**src/logic/sir_pkg.sv**
```systemverilog
// Package of codes, states and command encodings for the interrupt reporting block
package sir_pkg;

    // Connection state of the controller
    typedef enum logic [1:0] {
        ST_DISC,
        ST_INIT,
        ST_TARG
    } sir_state_e;

    // Width of the host command code
    localparam int CMD_W = 5;

    // Host command encodings
    localparam logic [CMD_W-1:0] CMD_CHIP_RESET  = 5'h00;
    localparam logic [CMD_W-1:0] CMD_DISCONNECT  = 5'h01;
    localparam logic [CMD_W-1:0] CMD_PAUSE       = 5'h02;
    localparam logic [CMD_W-1:0] CMD_SELECT_ATN  = 5'h08;
    localparam logic [CMD_W-1:0] CMD_SELECT_NATN = 5'h09;
    localparam logic [CMD_W-1:0] CMD_RESELECT    = 5'h0a;
    localparam logic [CMD_W-1:0] CMD_RX_COMMAND  = 5'h10;
    localparam logic [CMD_W-1:0] CMD_RX_DATA     = 5'h11;
    localparam logic [CMD_W-1:0] CMD_RX_MSG_OUT  = 5'h12;
    localparam logic [CMD_W-1:0] CMD_RX_UNSPEC   = 5'h13;
    localparam logic [CMD_W-1:0] CMD_TX_STATUS   = 5'h14;
    localparam logic [CMD_W-1:0] CMD_TX_DATA     = 5'h15;
    localparam logic [CMD_W-1:0] CMD_TX_MSG_IN   = 5'h16;
    localparam logic [CMD_W-1:0] CMD_TX_UNSPEC   = 5'h17;

    // Interrupt register codes
    localparam logic [7:0] INT_NONE        = 8'h00;
    localparam logic [7:0] INT_FUNC_DONE   = 8'h01;
    localparam logic [7:0] INT_BUS_SERVICE = 8'h02;
    localparam logic [7:0] INT_DONE_ATN    = 8'h03;
    localparam logic [7:0] INT_NO_RESPONSE = 8'h04;
    localparam logic [7:0] INT_SELECTED    = 8'h08;
    localparam logic [7:0] INT_SELECTED_AT = 8'h0a;
    localparam logic [7:0] INT_RESELECTED  = 8'h10;
    localparam logic [7:0] INT_INVALID_CMD = 8'h40;

    // Parity error flag position in the auxiliary status byte
    localparam int AUX_PARITY_BIT = 6;

endpackage

```
**src/logic/sir_sync.sv**
```systemverilog
// Two-stage synchroniser with a rising edge pulse taken from the settled stage
module sir_sync (
    input wire logic clk_sys_i,
    input wire logic rst_b_i,
    input wire logic async_i,
    output logic level_o,
    output logic rise_o
);
    // First stage, read only by the second stage
    logic meta_ff;
    // Settled copy and its previous value
    logic sync_ff;
    logic prev_ff;

    // Two flops absorb metastability before anything looks at the pin
    always_ff @(posedge clk_sys_i or negedge rst_b_i) begin
        if (!rst_b_i) begin
            meta_ff <= 1'b0;
            sync_ff <= 1'b0;
            prev_ff <= 1'b0;
        end else begin
            meta_ff <= async_i;
            sync_ff <= meta_ff;
            prev_ff <= sync_ff;
        end
    end

    // Level and edge only ever derive from settled stages
    assign level_o = sync_ff;
    assign rise_o = sync_ff & ~prev_ff;
endmodule

```
**src/logic/sir_top.sv**
```systemverilog
// Interrupt reporting and command acceptance of a SCSI protocol controller
// What this block does
// - Interrupt read drops line, clears register, busy
// - Bus event beats same-cycle interrupting command
// - Disconnected and target states gate accepted commands; initiator state accepts all
// - Disconnected: selects, reselect, pause, chip reset
// - Selected without attention reports 0000 1000
// - Selected with attention reports 0000 1010
// - Reselected as initiator reports 0001 0000
// - Select done to initiator, reselect to target
// - No busy answer reports 0000 0100
// - Invalid command reports 0100 0000
// - Target state accepts transfers, pause, disconnect, reset
// - Idle target attention reports 0000 0010; mid-transfer it is only remembered
// - Clean target transfer reports 0000 0001
// - Attention during transfer reports 0000 0011
// - Parity error without attention: 01, parity set
// - Parity error with attention: 03, parity set
// - Reselection follow-up interrupt is left to initiator phase logic
module sir_top
    import sir_pkg::*;
(
    input wire logic clk_sys_i,
    input wire logic rst_b_i,
    input wire logic cmd_load_i,
    input wire logic [CMD_W-1:0] cmd_code_i,
    input wire logic int_reg_rd_i,
    input wire logic atn_pin_i,
    input wire logic sel_target_i,
    input wire logic sel_atn_i,
    input wire logic reselected_i,
    input wire logic func_done_i,
    input wire logic parity_err_i,
    input wire logic sel_timeout_i,
    output logic int_o,
    output logic [7:0] int_reg_o,
    output logic [7:0] aux_status_o,
    output logic [1:0] state_o,
    output logic cmd_busy_o,
    output logic cmd_start_o,
    output logic [CMD_W-1:0] cmd_exec_o,
    output logic cmd_abort_o,
    output logic pause_o,
    output logic disconnect_o,
    output logic chip_reset_o
);
    // Synchronised attention level and its rising edge
    logic atn_lvl;
    logic atn_rise;

    // Registered state of the block
    sir_state_e state_ff;
    logic [7:0] int_reg_ff;
    logic int_ff;
    logic parity_ff;
    logic busy_ff;
    logic atn_seen_ff;
    logic [CMD_W-1:0] cur_cmd_ff;
    logic start_ff;
    logic abort_ff;
    logic pause_ff;
    logic disc_ff;
    logic creset_ff;

    // Combinational decode
    logic cmd_valid;
    logic cmd_intr;
    logic ev_sel;
    logic ev_resel;
    logic ev_atn;
    logic ev_bus;
    logic ev_done;
    logic ev_tmo;
    logic load_intr;
    logic load_imm;
    logic load_bad;
    logic int_load;
    logic [7:0] nxt_int_code;
    sir_state_e nxt_state;

    // Attention arrives straight from the bus, so it is synchronised first
    sir_sync u_atn_sync (
        .clk_sys_i(clk_sys_i),
        .rst_b_i(rst_b_i),
        .async_i(atn_pin_i),
        .level_o(atn_lvl),
        .rise_o(atn_rise)
    );

    // Command validity per connection state
    // state gates commands
    always_comb begin
        cmd_valid = 1'b0;
        cmd_intr = 1'b0;
        case (state_ff)
            ST_DISC: begin
                case (cmd_code_i)
                    CMD_SELECT_ATN, CMD_SELECT_NATN, CMD_RESELECT: begin
                        cmd_valid = 1'b1;
                        cmd_intr = 1'b1;
                    end
                    CMD_PAUSE, CMD_CHIP_RESET: begin
                        cmd_valid = 1'b1;
                    end
                    default: begin
                        cmd_valid = 1'b0;
                    end
                endcase
            end
            ST_TARG: begin
                case (cmd_code_i)
                    CMD_RX_COMMAND, CMD_RX_DATA, CMD_RX_MSG_OUT, CMD_RX_UNSPEC,
                    CMD_TX_STATUS, CMD_TX_DATA, CMD_TX_MSG_IN, CMD_TX_UNSPEC: begin
                        cmd_valid = 1'b1;
                        cmd_intr = 1'b1;
                    end
                    CMD_PAUSE, CMD_DISCONNECT, CMD_CHIP_RESET: begin
                        cmd_valid = 1'b1;
                    end
                    default: begin
                        cmd_valid = 1'b0;
                    end
                endcase
            end
            // Initiator commands are checked by the transfer engine, not here
            default: begin
                cmd_valid = 1'b1;
                cmd_intr = (cmd_code_i != CMD_PAUSE) && (cmd_code_i != CMD_DISCONNECT)
                    && (cmd_code_i != CMD_CHIP_RESET);
            end
        endcase
    end

    // Event qualification
    always_comb begin
        ev_sel = sel_target_i && (state_ff == ST_DISC);
        ev_resel = reselected_i && (state_ff == ST_DISC);
        // Attention mid-transfer is only remembered; an idle target interrupts
        ev_atn = atn_rise && (state_ff == ST_TARG) && !busy_ff;
        ev_bus = ev_sel || ev_resel || ev_atn;
        ev_done = func_done_i && busy_ff;
        ev_tmo = sel_timeout_i && busy_ff;
        load_intr = cmd_load_i && cmd_valid && cmd_intr && !ev_bus;
        load_imm = cmd_load_i && cmd_valid && !cmd_intr && !ev_bus;
        load_bad = cmd_load_i && !cmd_valid && !ev_bus;
    end

    // Interrupt code selection, bus events first
    always_comb begin
        int_load = 1'b1;
        nxt_int_code = INT_NONE;
        if (ev_sel) begin
            nxt_int_code = sel_atn_i ? INT_SELECTED_AT : INT_SELECTED;
        end else if (ev_resel) begin
            nxt_int_code = INT_RESELECTED;
        end else if (ev_atn) begin
            nxt_int_code = INT_BUS_SERVICE;
        end else if (ev_done) begin
            nxt_int_code = (atn_seen_ff || atn_lvl) && (state_ff == ST_TARG) ? INT_DONE_ATN : INT_FUNC_DONE;
        end else if (ev_tmo) begin
            nxt_int_code = INT_NO_RESPONSE;
        end else if (load_bad) begin
            nxt_int_code = INT_INVALID_CMD;
        end else begin
            int_load = 1'b0;
        end
    end

    // Next connection state
    always_comb begin
        nxt_state = state_ff;
        if (load_imm && (cmd_code_i == CMD_CHIP_RESET)) begin
            nxt_state = ST_DISC;
        end else if (load_imm && (cmd_code_i == CMD_DISCONNECT)) begin
            nxt_state = ST_DISC;
        end else if (ev_sel) begin
            nxt_state = ST_TARG;
        end else if (ev_resel) begin
            // reselection makes us initiator; its follow-up report is initiator phase logic
            nxt_state = ST_INIT;
        end else if (ev_done && (state_ff == ST_DISC)) begin
            nxt_state = (cur_cmd_ff == CMD_RESELECT) ? ST_TARG : ST_INIT;
        end
    end

    // Connection state register
    always_ff @(posedge clk_sys_i or negedge rst_b_i) begin
        if (!rst_b_i) begin
            state_ff <= ST_DISC;
        end else begin
            state_ff <= nxt_state;
        end
    end

    // Interrupt register and line; a new event wins over a same-cycle read
    // read clears, else holds
    always_ff @(posedge clk_sys_i or negedge rst_b_i) begin
        if (!rst_b_i) begin
            int_reg_ff <= INT_NONE;
            int_ff <= 1'b0;
        end else if (int_load) begin
            int_reg_ff <= nxt_int_code;
            int_ff <= 1'b1;
        end else if (int_reg_rd_i) begin
            int_reg_ff <= INT_NONE;
            int_ff <= 1'b0;
        end
    end

    // Parity flag follows each new report, set only by a parity completion
    // parity qualifier
    always_ff @(posedge clk_sys_i or negedge rst_b_i) begin
        if (!rst_b_i) begin
            parity_ff <= 1'b0;
        end else if (int_load) begin
            parity_ff <= ev_done && !ev_bus && parity_err_i;
        end
    end

    // Interrupting command in progress flag
    // busy cleared by read, abandon
    always_ff @(posedge clk_sys_i or negedge rst_b_i) begin
        if (!rst_b_i) begin
            busy_ff <= 1'b0;
        end else if (load_intr) begin
            busy_ff <= 1'b1;
        end else if (int_reg_rd_i || ev_done || ev_tmo || ev_bus || load_imm) begin
            busy_ff <= 1'b0;
        end
    end

    // Attention seen while a transfer runs, folded into its completion code
    // remember attention
    always_ff @(posedge clk_sys_i or negedge rst_b_i) begin
        if (!rst_b_i) begin
            atn_seen_ff <= 1'b0;
        end else if (load_intr) begin
            atn_seen_ff <= 1'b0;
        end else if (busy_ff && atn_lvl) begin
            atn_seen_ff <= 1'b1;
        end
    end

    // Accepted command handed to the transfer engine
    always_ff @(posedge clk_sys_i or negedge rst_b_i) begin
        if (!rst_b_i) begin
            cur_cmd_ff <= CMD_CHIP_RESET;
            start_ff <= 1'b0;
        end else begin
            start_ff <= load_intr;
            if (load_intr) begin
                cur_cmd_ff <= cmd_code_i;
            end
        end
    end

    // One-cycle strobes for immediate commands and abandonment
    always_ff @(posedge clk_sys_i or negedge rst_b_i) begin
        if (!rst_b_i) begin
            abort_ff <= 1'b0;
            pause_ff <= 1'b0;
            disc_ff <= 1'b0;
            creset_ff <= 1'b0;
        end else begin
            abort_ff <= ev_bus && busy_ff;
            pause_ff <= load_imm && (cmd_code_i == CMD_PAUSE);
            disc_ff <= load_imm && (cmd_code_i == CMD_DISCONNECT);
            creset_ff <= load_imm && (cmd_code_i == CMD_CHIP_RESET);
        end
    end

    // Outputs straight from flops
    assign int_o = int_ff;
    assign int_reg_o = int_reg_ff;
    assign aux_status_o = {1'b0, parity_ff, 6'h00};
    assign state_o = state_ff;
    assign cmd_busy_o = busy_ff;
    assign cmd_start_o = start_ff;
    assign cmd_exec_o = cur_cmd_ff;
    assign cmd_abort_o = abort_ff;
    assign pause_o = pause_ff;
    assign disconnect_o = disc_ff;
    assign chip_reset_o = creset_ff;
endmodule

```
**config.mk**
```make
export PLATFORM = sky130hd
export DESIGN_NAME = sir_top
export DESIGN_NICKNAME = d
export VERILOG_FILES = /design/src/logic/sir_pkg.sv /design/src/logic/sir_sync.sv /design/src/logic/sir_top.sv
export SDC_FILE = /design/constraint.sdc
export NUM_CORES = 1
export LEC_CHECK = 0
export BUFFER_PORTS_ARGS = -buffer_cell sky130_fd_sc_hd__buf_2
export CAP_MARGIN = 20
export CORE_UTILIZATION = 45
export DETAILED_ROUTE_END_ITERATION = 6
export GPL_TIMING_DRIVEN = 0
export PLACE_DENSITY = 0.74
export SLEW_MARGIN = 20
export SYNTH_ARGS = -nofsm -noshare
export SYNTH_HDL_FRONTEND = slang
export SYNTH_SLANG_ARGS = --single-unit
```
**constraint.sdc**
```tcl
create_clock -name clk_sys_i -period 3.6 [get_ports clk_sys_i]
set_input_delay 0.54 -clock clk_sys_i [delete_from_list [all_inputs] [get_ports clk_sys_i]]
set_output_delay 0.54 -clock clk_sys_i [all_outputs]
set_load 0.01 [all_outputs]
```
==> impl_metrics.toml <==
[setup_path]
worst_setup_path_start_kind = "flip-flop"
r2r_setup_slk_ns = 1.68
cp_launch_point = "state_o[0]$_DFFE_PN0P_"
worst_path_largest_cell_delay_ns = 0.39
crit_type = "flip-flop to flip-flop"
cp-end-kind = "flip-flop"
critPathTopFamily = "simple AND/OR/NAND/NOR gates"
cp.arrival_ns = 2.13
cp.required_ns = 3.81
worst_setup_path_endpoint = "cmd_exec_o[4]$_DFFE_PN0P_"
critical_path.cell_chain = "buf_2, nor4b_4, a22oi_4, nand4_4, a31o_1, buf_6, mux2_4"
crit_path_max_fanout = 9
regToRegEndpoint = "cmd_exec_o[4]$_DFFE_PN0P_"
rr_worst_depth = 7
cp.buffers_inverters = 2
critical_path_s_slowest_cell = "sky130_fd_sc_hd__dfrtp_1"
r2r_start = "state_o[0]$_DFFE_PN0P_"
critical_path_depth = 7

[detailed_routing]
viasPerCell = 5.04
drtIter0Drc = 11
num_vias = 958
drt-pass1-iter-count = 5
detail-route-antenna-nets = 0
routed_wirelength_microns = 2360
route.detailed.drc = 0
wl_per_cell_microns = 12.4

[logic_synthesis]
synth-seq-cells = 25
synth.yosys.warnings = 0
synthFlopType = "sky130_fd_sc_hd__dfrtp_1"
synthTopCellsByArea = "sky130_fd_sc_hd__dfrtp_1 (50%), sky130_fd_sc_hd__buf_4 (6.0%), sky130_fd_sc_hd__mux2_4 (6.0%)"
post_synth_num_cell_types = 36
synth.top_cells.by_count = "sky130_fd_sc_hd__dfrtp_1 (25), sky130_fd_sc_hd__nor2_1 (13), sky130_fd_sc_hd__buf_4 (10), sky130_fd_sc_hd__nand2_1 (7), sky130_fd_sc_hd__inv_1 (6)"
synthMostInstantiatedCell = "sky130_fd_sc_hd__dfrtp_1"
synth.top_cell.area_share_pct = 50.4
synthesis.instances = 112
synth_edf_count = 0
syn_area_sq_um = 1240
synth_area_leader_cell = "sky130_fd_sc_hd__dfrtp_1"
share_of_synthesized_registers_carrying_an_async_set_or_reset_pct = 100
synth.yosys.seq_area_share_pct = 50.4
syn_area_cell_sq_um = 11.1

[clock_tree]
clkLatencyLatePin_ns = 0.31
numCtsBuffers = 3
tritoncts = "built"
cts_setup_buffers = 0
clk_pin_slew_worst_setup_hold_paths_ns = 0.13
h-tree-depth = 1
clock_root_buffer = "sky130_fd_sc_hd__clkbuf_4"
max-clock-path-buffers = 2
cts_repair_resize_count = 0
cts.hold.buffers_added = 0
cts_num_sinks = 25

[global_routing]
grt_pass1_vias = 890
grt.met3_usage_pct = 2.50
grt_first_pass_wirelength_microns = 3770
grt_usage_pct = 17.6
grt_use_met1_pct = 21.1
antenna_found_initial = 0
grt_max_degree = 26
busiest_layer = "met2"
met2_usage_pct = 32.1
grt-ovfl-total = 0

[final_layout]
drive_above_1_share_pct = 40.0
insertedDiodeCount = 0
design.final.nets = 177
syn_to_final_growth_pct = 22.1
num-fill-cells = 229

[power]
power.switching_fraction_pct = 35.1
ir_drop_uv = 384
fin_total_pwr_uw = 911
share_comb_of_total_power_pct = 41.9
cell_internal_pwr_uw = 591
p_clk_share_pct = 13.3
leak_nw = 0.828
switching_power_uw = 320
power_per_cell_area_nw_per_um2 = 601
seq_power_share_pct = 44.8

[timing]
worst_slew_margin_relative_to_its_limit_pct = 63.5
finalCritPeriodShare_pct = 53.4
worstMarginPinSlew_ns = 0.548
slew_violations = 0
timing.setup.tns_ns = 0
timing.clock.skew_ns = 0.00111
final-hold-violation-count = 0
setup-violations-final = 0
final_period_minus_worst_setup_slack_ns = 1.92
fin_worst_hold_slack_ns = 0.196
grt_setup_unrepaired = "no"
achievable-frequency_mhz = 520

[die]
floorplan.initialDensity_pct = 48.8
core_sq_um = 2540
fp-row-count = 18
die_area_sq_um = 2970
num_io_pins = 46
die_w_microns = 54.5
die_h_microns = 54.5

[placement]
gpl.final_weighted_congestion = 0.768
dpl.hpwl_microns = 1860
numPortBuffers = 36

[status]
status = "completed"

[flow_run]
cap_violations = 0

[min_path]
path_class_of_the_lowest_slack_min_delay_path = "primary input to async pin"
cells by family after synthesis:
family	share of synthesized area, %
other cells	0.302
compound gates	14.7
simple gates	19.4
flops	50.4
mux	6.05
buf+inv	9.17
state kept, by name, indices dropped and copies added (netlist names):
name,flops
cmd_busy_o,1
atn_seen_ff,1
parity_ff,1
u_atn_sync.level_o,1
u_atn_sync.prev_ff,1
cmd_start_o,1
int_o,1
chip_reset_o,1
cmd_exec_o,5
disconnect_o,1
int_reg_o,6
state_o,2
cmd_abort_o,1
pause_o,1
u_atn_sync.meta_ff,1
power groups by stage:
stage               logic (mW)  registers [mW]  clock network [mW]
finish                   0.382           0.409               0.121
global route             0.425           0.420               0.138
CTS                      0.386           0.408               0.129
detailed placement       0.386           0.413                   0
global placement         0.378           0.410                   0
floorplan                0.232           0.439                   0
layout by cell type, fill, tap and decap left out, types with 2 or more instances in the layout:
cell type,count
sky130_fd_sc_hd__nor4_1,2
sky130_fd_sc_hd__a21oi_1,5
sky130_fd_sc_hd__mux2_4,5
sky130_fd_sc_hd__o21ai_0,5
sky130_fd_sc_hd__conb_1,9
sky130_fd_sc_hd__nor2_1,13
sky130_fd_sc_hd__buf_2,37
sky130_fd_sc_hd__nand2_1,7
sky130_fd_sc_hd__a211o_1,2
sky130_fd_sc_hd__dfrtp_1,25
sky130_fd_sc_hd__buf_4,10
sky130_fd_sc_hd__inv_1,6
sky130_fd_sc_hd__a32o_1,3
sky130_fd_sc_hd__or3_1,2
sky130_fd_sc_hd__nand2b_1,2
sky130_fd_sc_hd__clkbuf_4,3
sky130_fd_sc_hd__nand3_1,3
worst min-delay path by stage:
| stage | start | to | slack (ns) | cells after the start |
|---|---|---|---|---|
| 2_1_floorplan | rst_b_i | atn_seen_ff$_DFFE_PN0P_ | 0.24 | 0 |
| 3_3_place_gp | u_atn_sync.meta_ff$_DFF_PN0_ | u_atn_sync.level_o$_DFF_PN0_ | 0.33 | 0 |
| 3_5_place_dp | u_atn_sync.meta_ff$_DFF_PN0_ | u_atn_sync.level_o$_DFF_PN0_ | 0.34 | 0 |
| 4_1_cts | rst_b_i | cmd_start_o$_DFF_PN0_ | 0.21 | 1 |
| 5_1_grt | rst_b_i | cmd_start_o$_DFF_PN0_ | 0.22 | 1 |
| 6_report | rst_b_i | cmd_start_o$_DFF_PN0_ | 0.20 | 1 |
area by class of cell:
cell class,count,area [sq um],area share (%)
well taps,30,37.5,2.48
flip-flops and latches,25,626,41.3
clock buffers,4,26.3,1.73
repair buffers,36,180,11.9
multi-input cells,77,532,35.1
plain buffers,12,91.3,6.03
inverters,6,22.5,1.49
routing by layer:
metal,up-vias,share of wire [%]
met2,34,47
met4,0,0.80
met5,-,0
met3,2,5.5
met1,450,47
li1,472,-
through the flow:
| stage | worst slack, ns | cells | cell area [sq um] | utilization (%) |
|---|---|---|---|---|
| 2_1_floorplan | 1.76 | 120 | 1270 | - |
| 3_3_place_gp | 1.55 | 186 | 1490 | 58.5 |
| 3_5_place_dp | 1.53 | 186 | 1490 | 58.5 |
| 4_1_cts | 1.67 | 190 | 1520 | 59.5 |
| 5_1_grt | 1.57 | 190 | 1520 | 59.5 |
| 6_report | 1.68 | 190 | 1520 | 59.5 |
No activity file was read; power rests on OpenSTA's default activity.
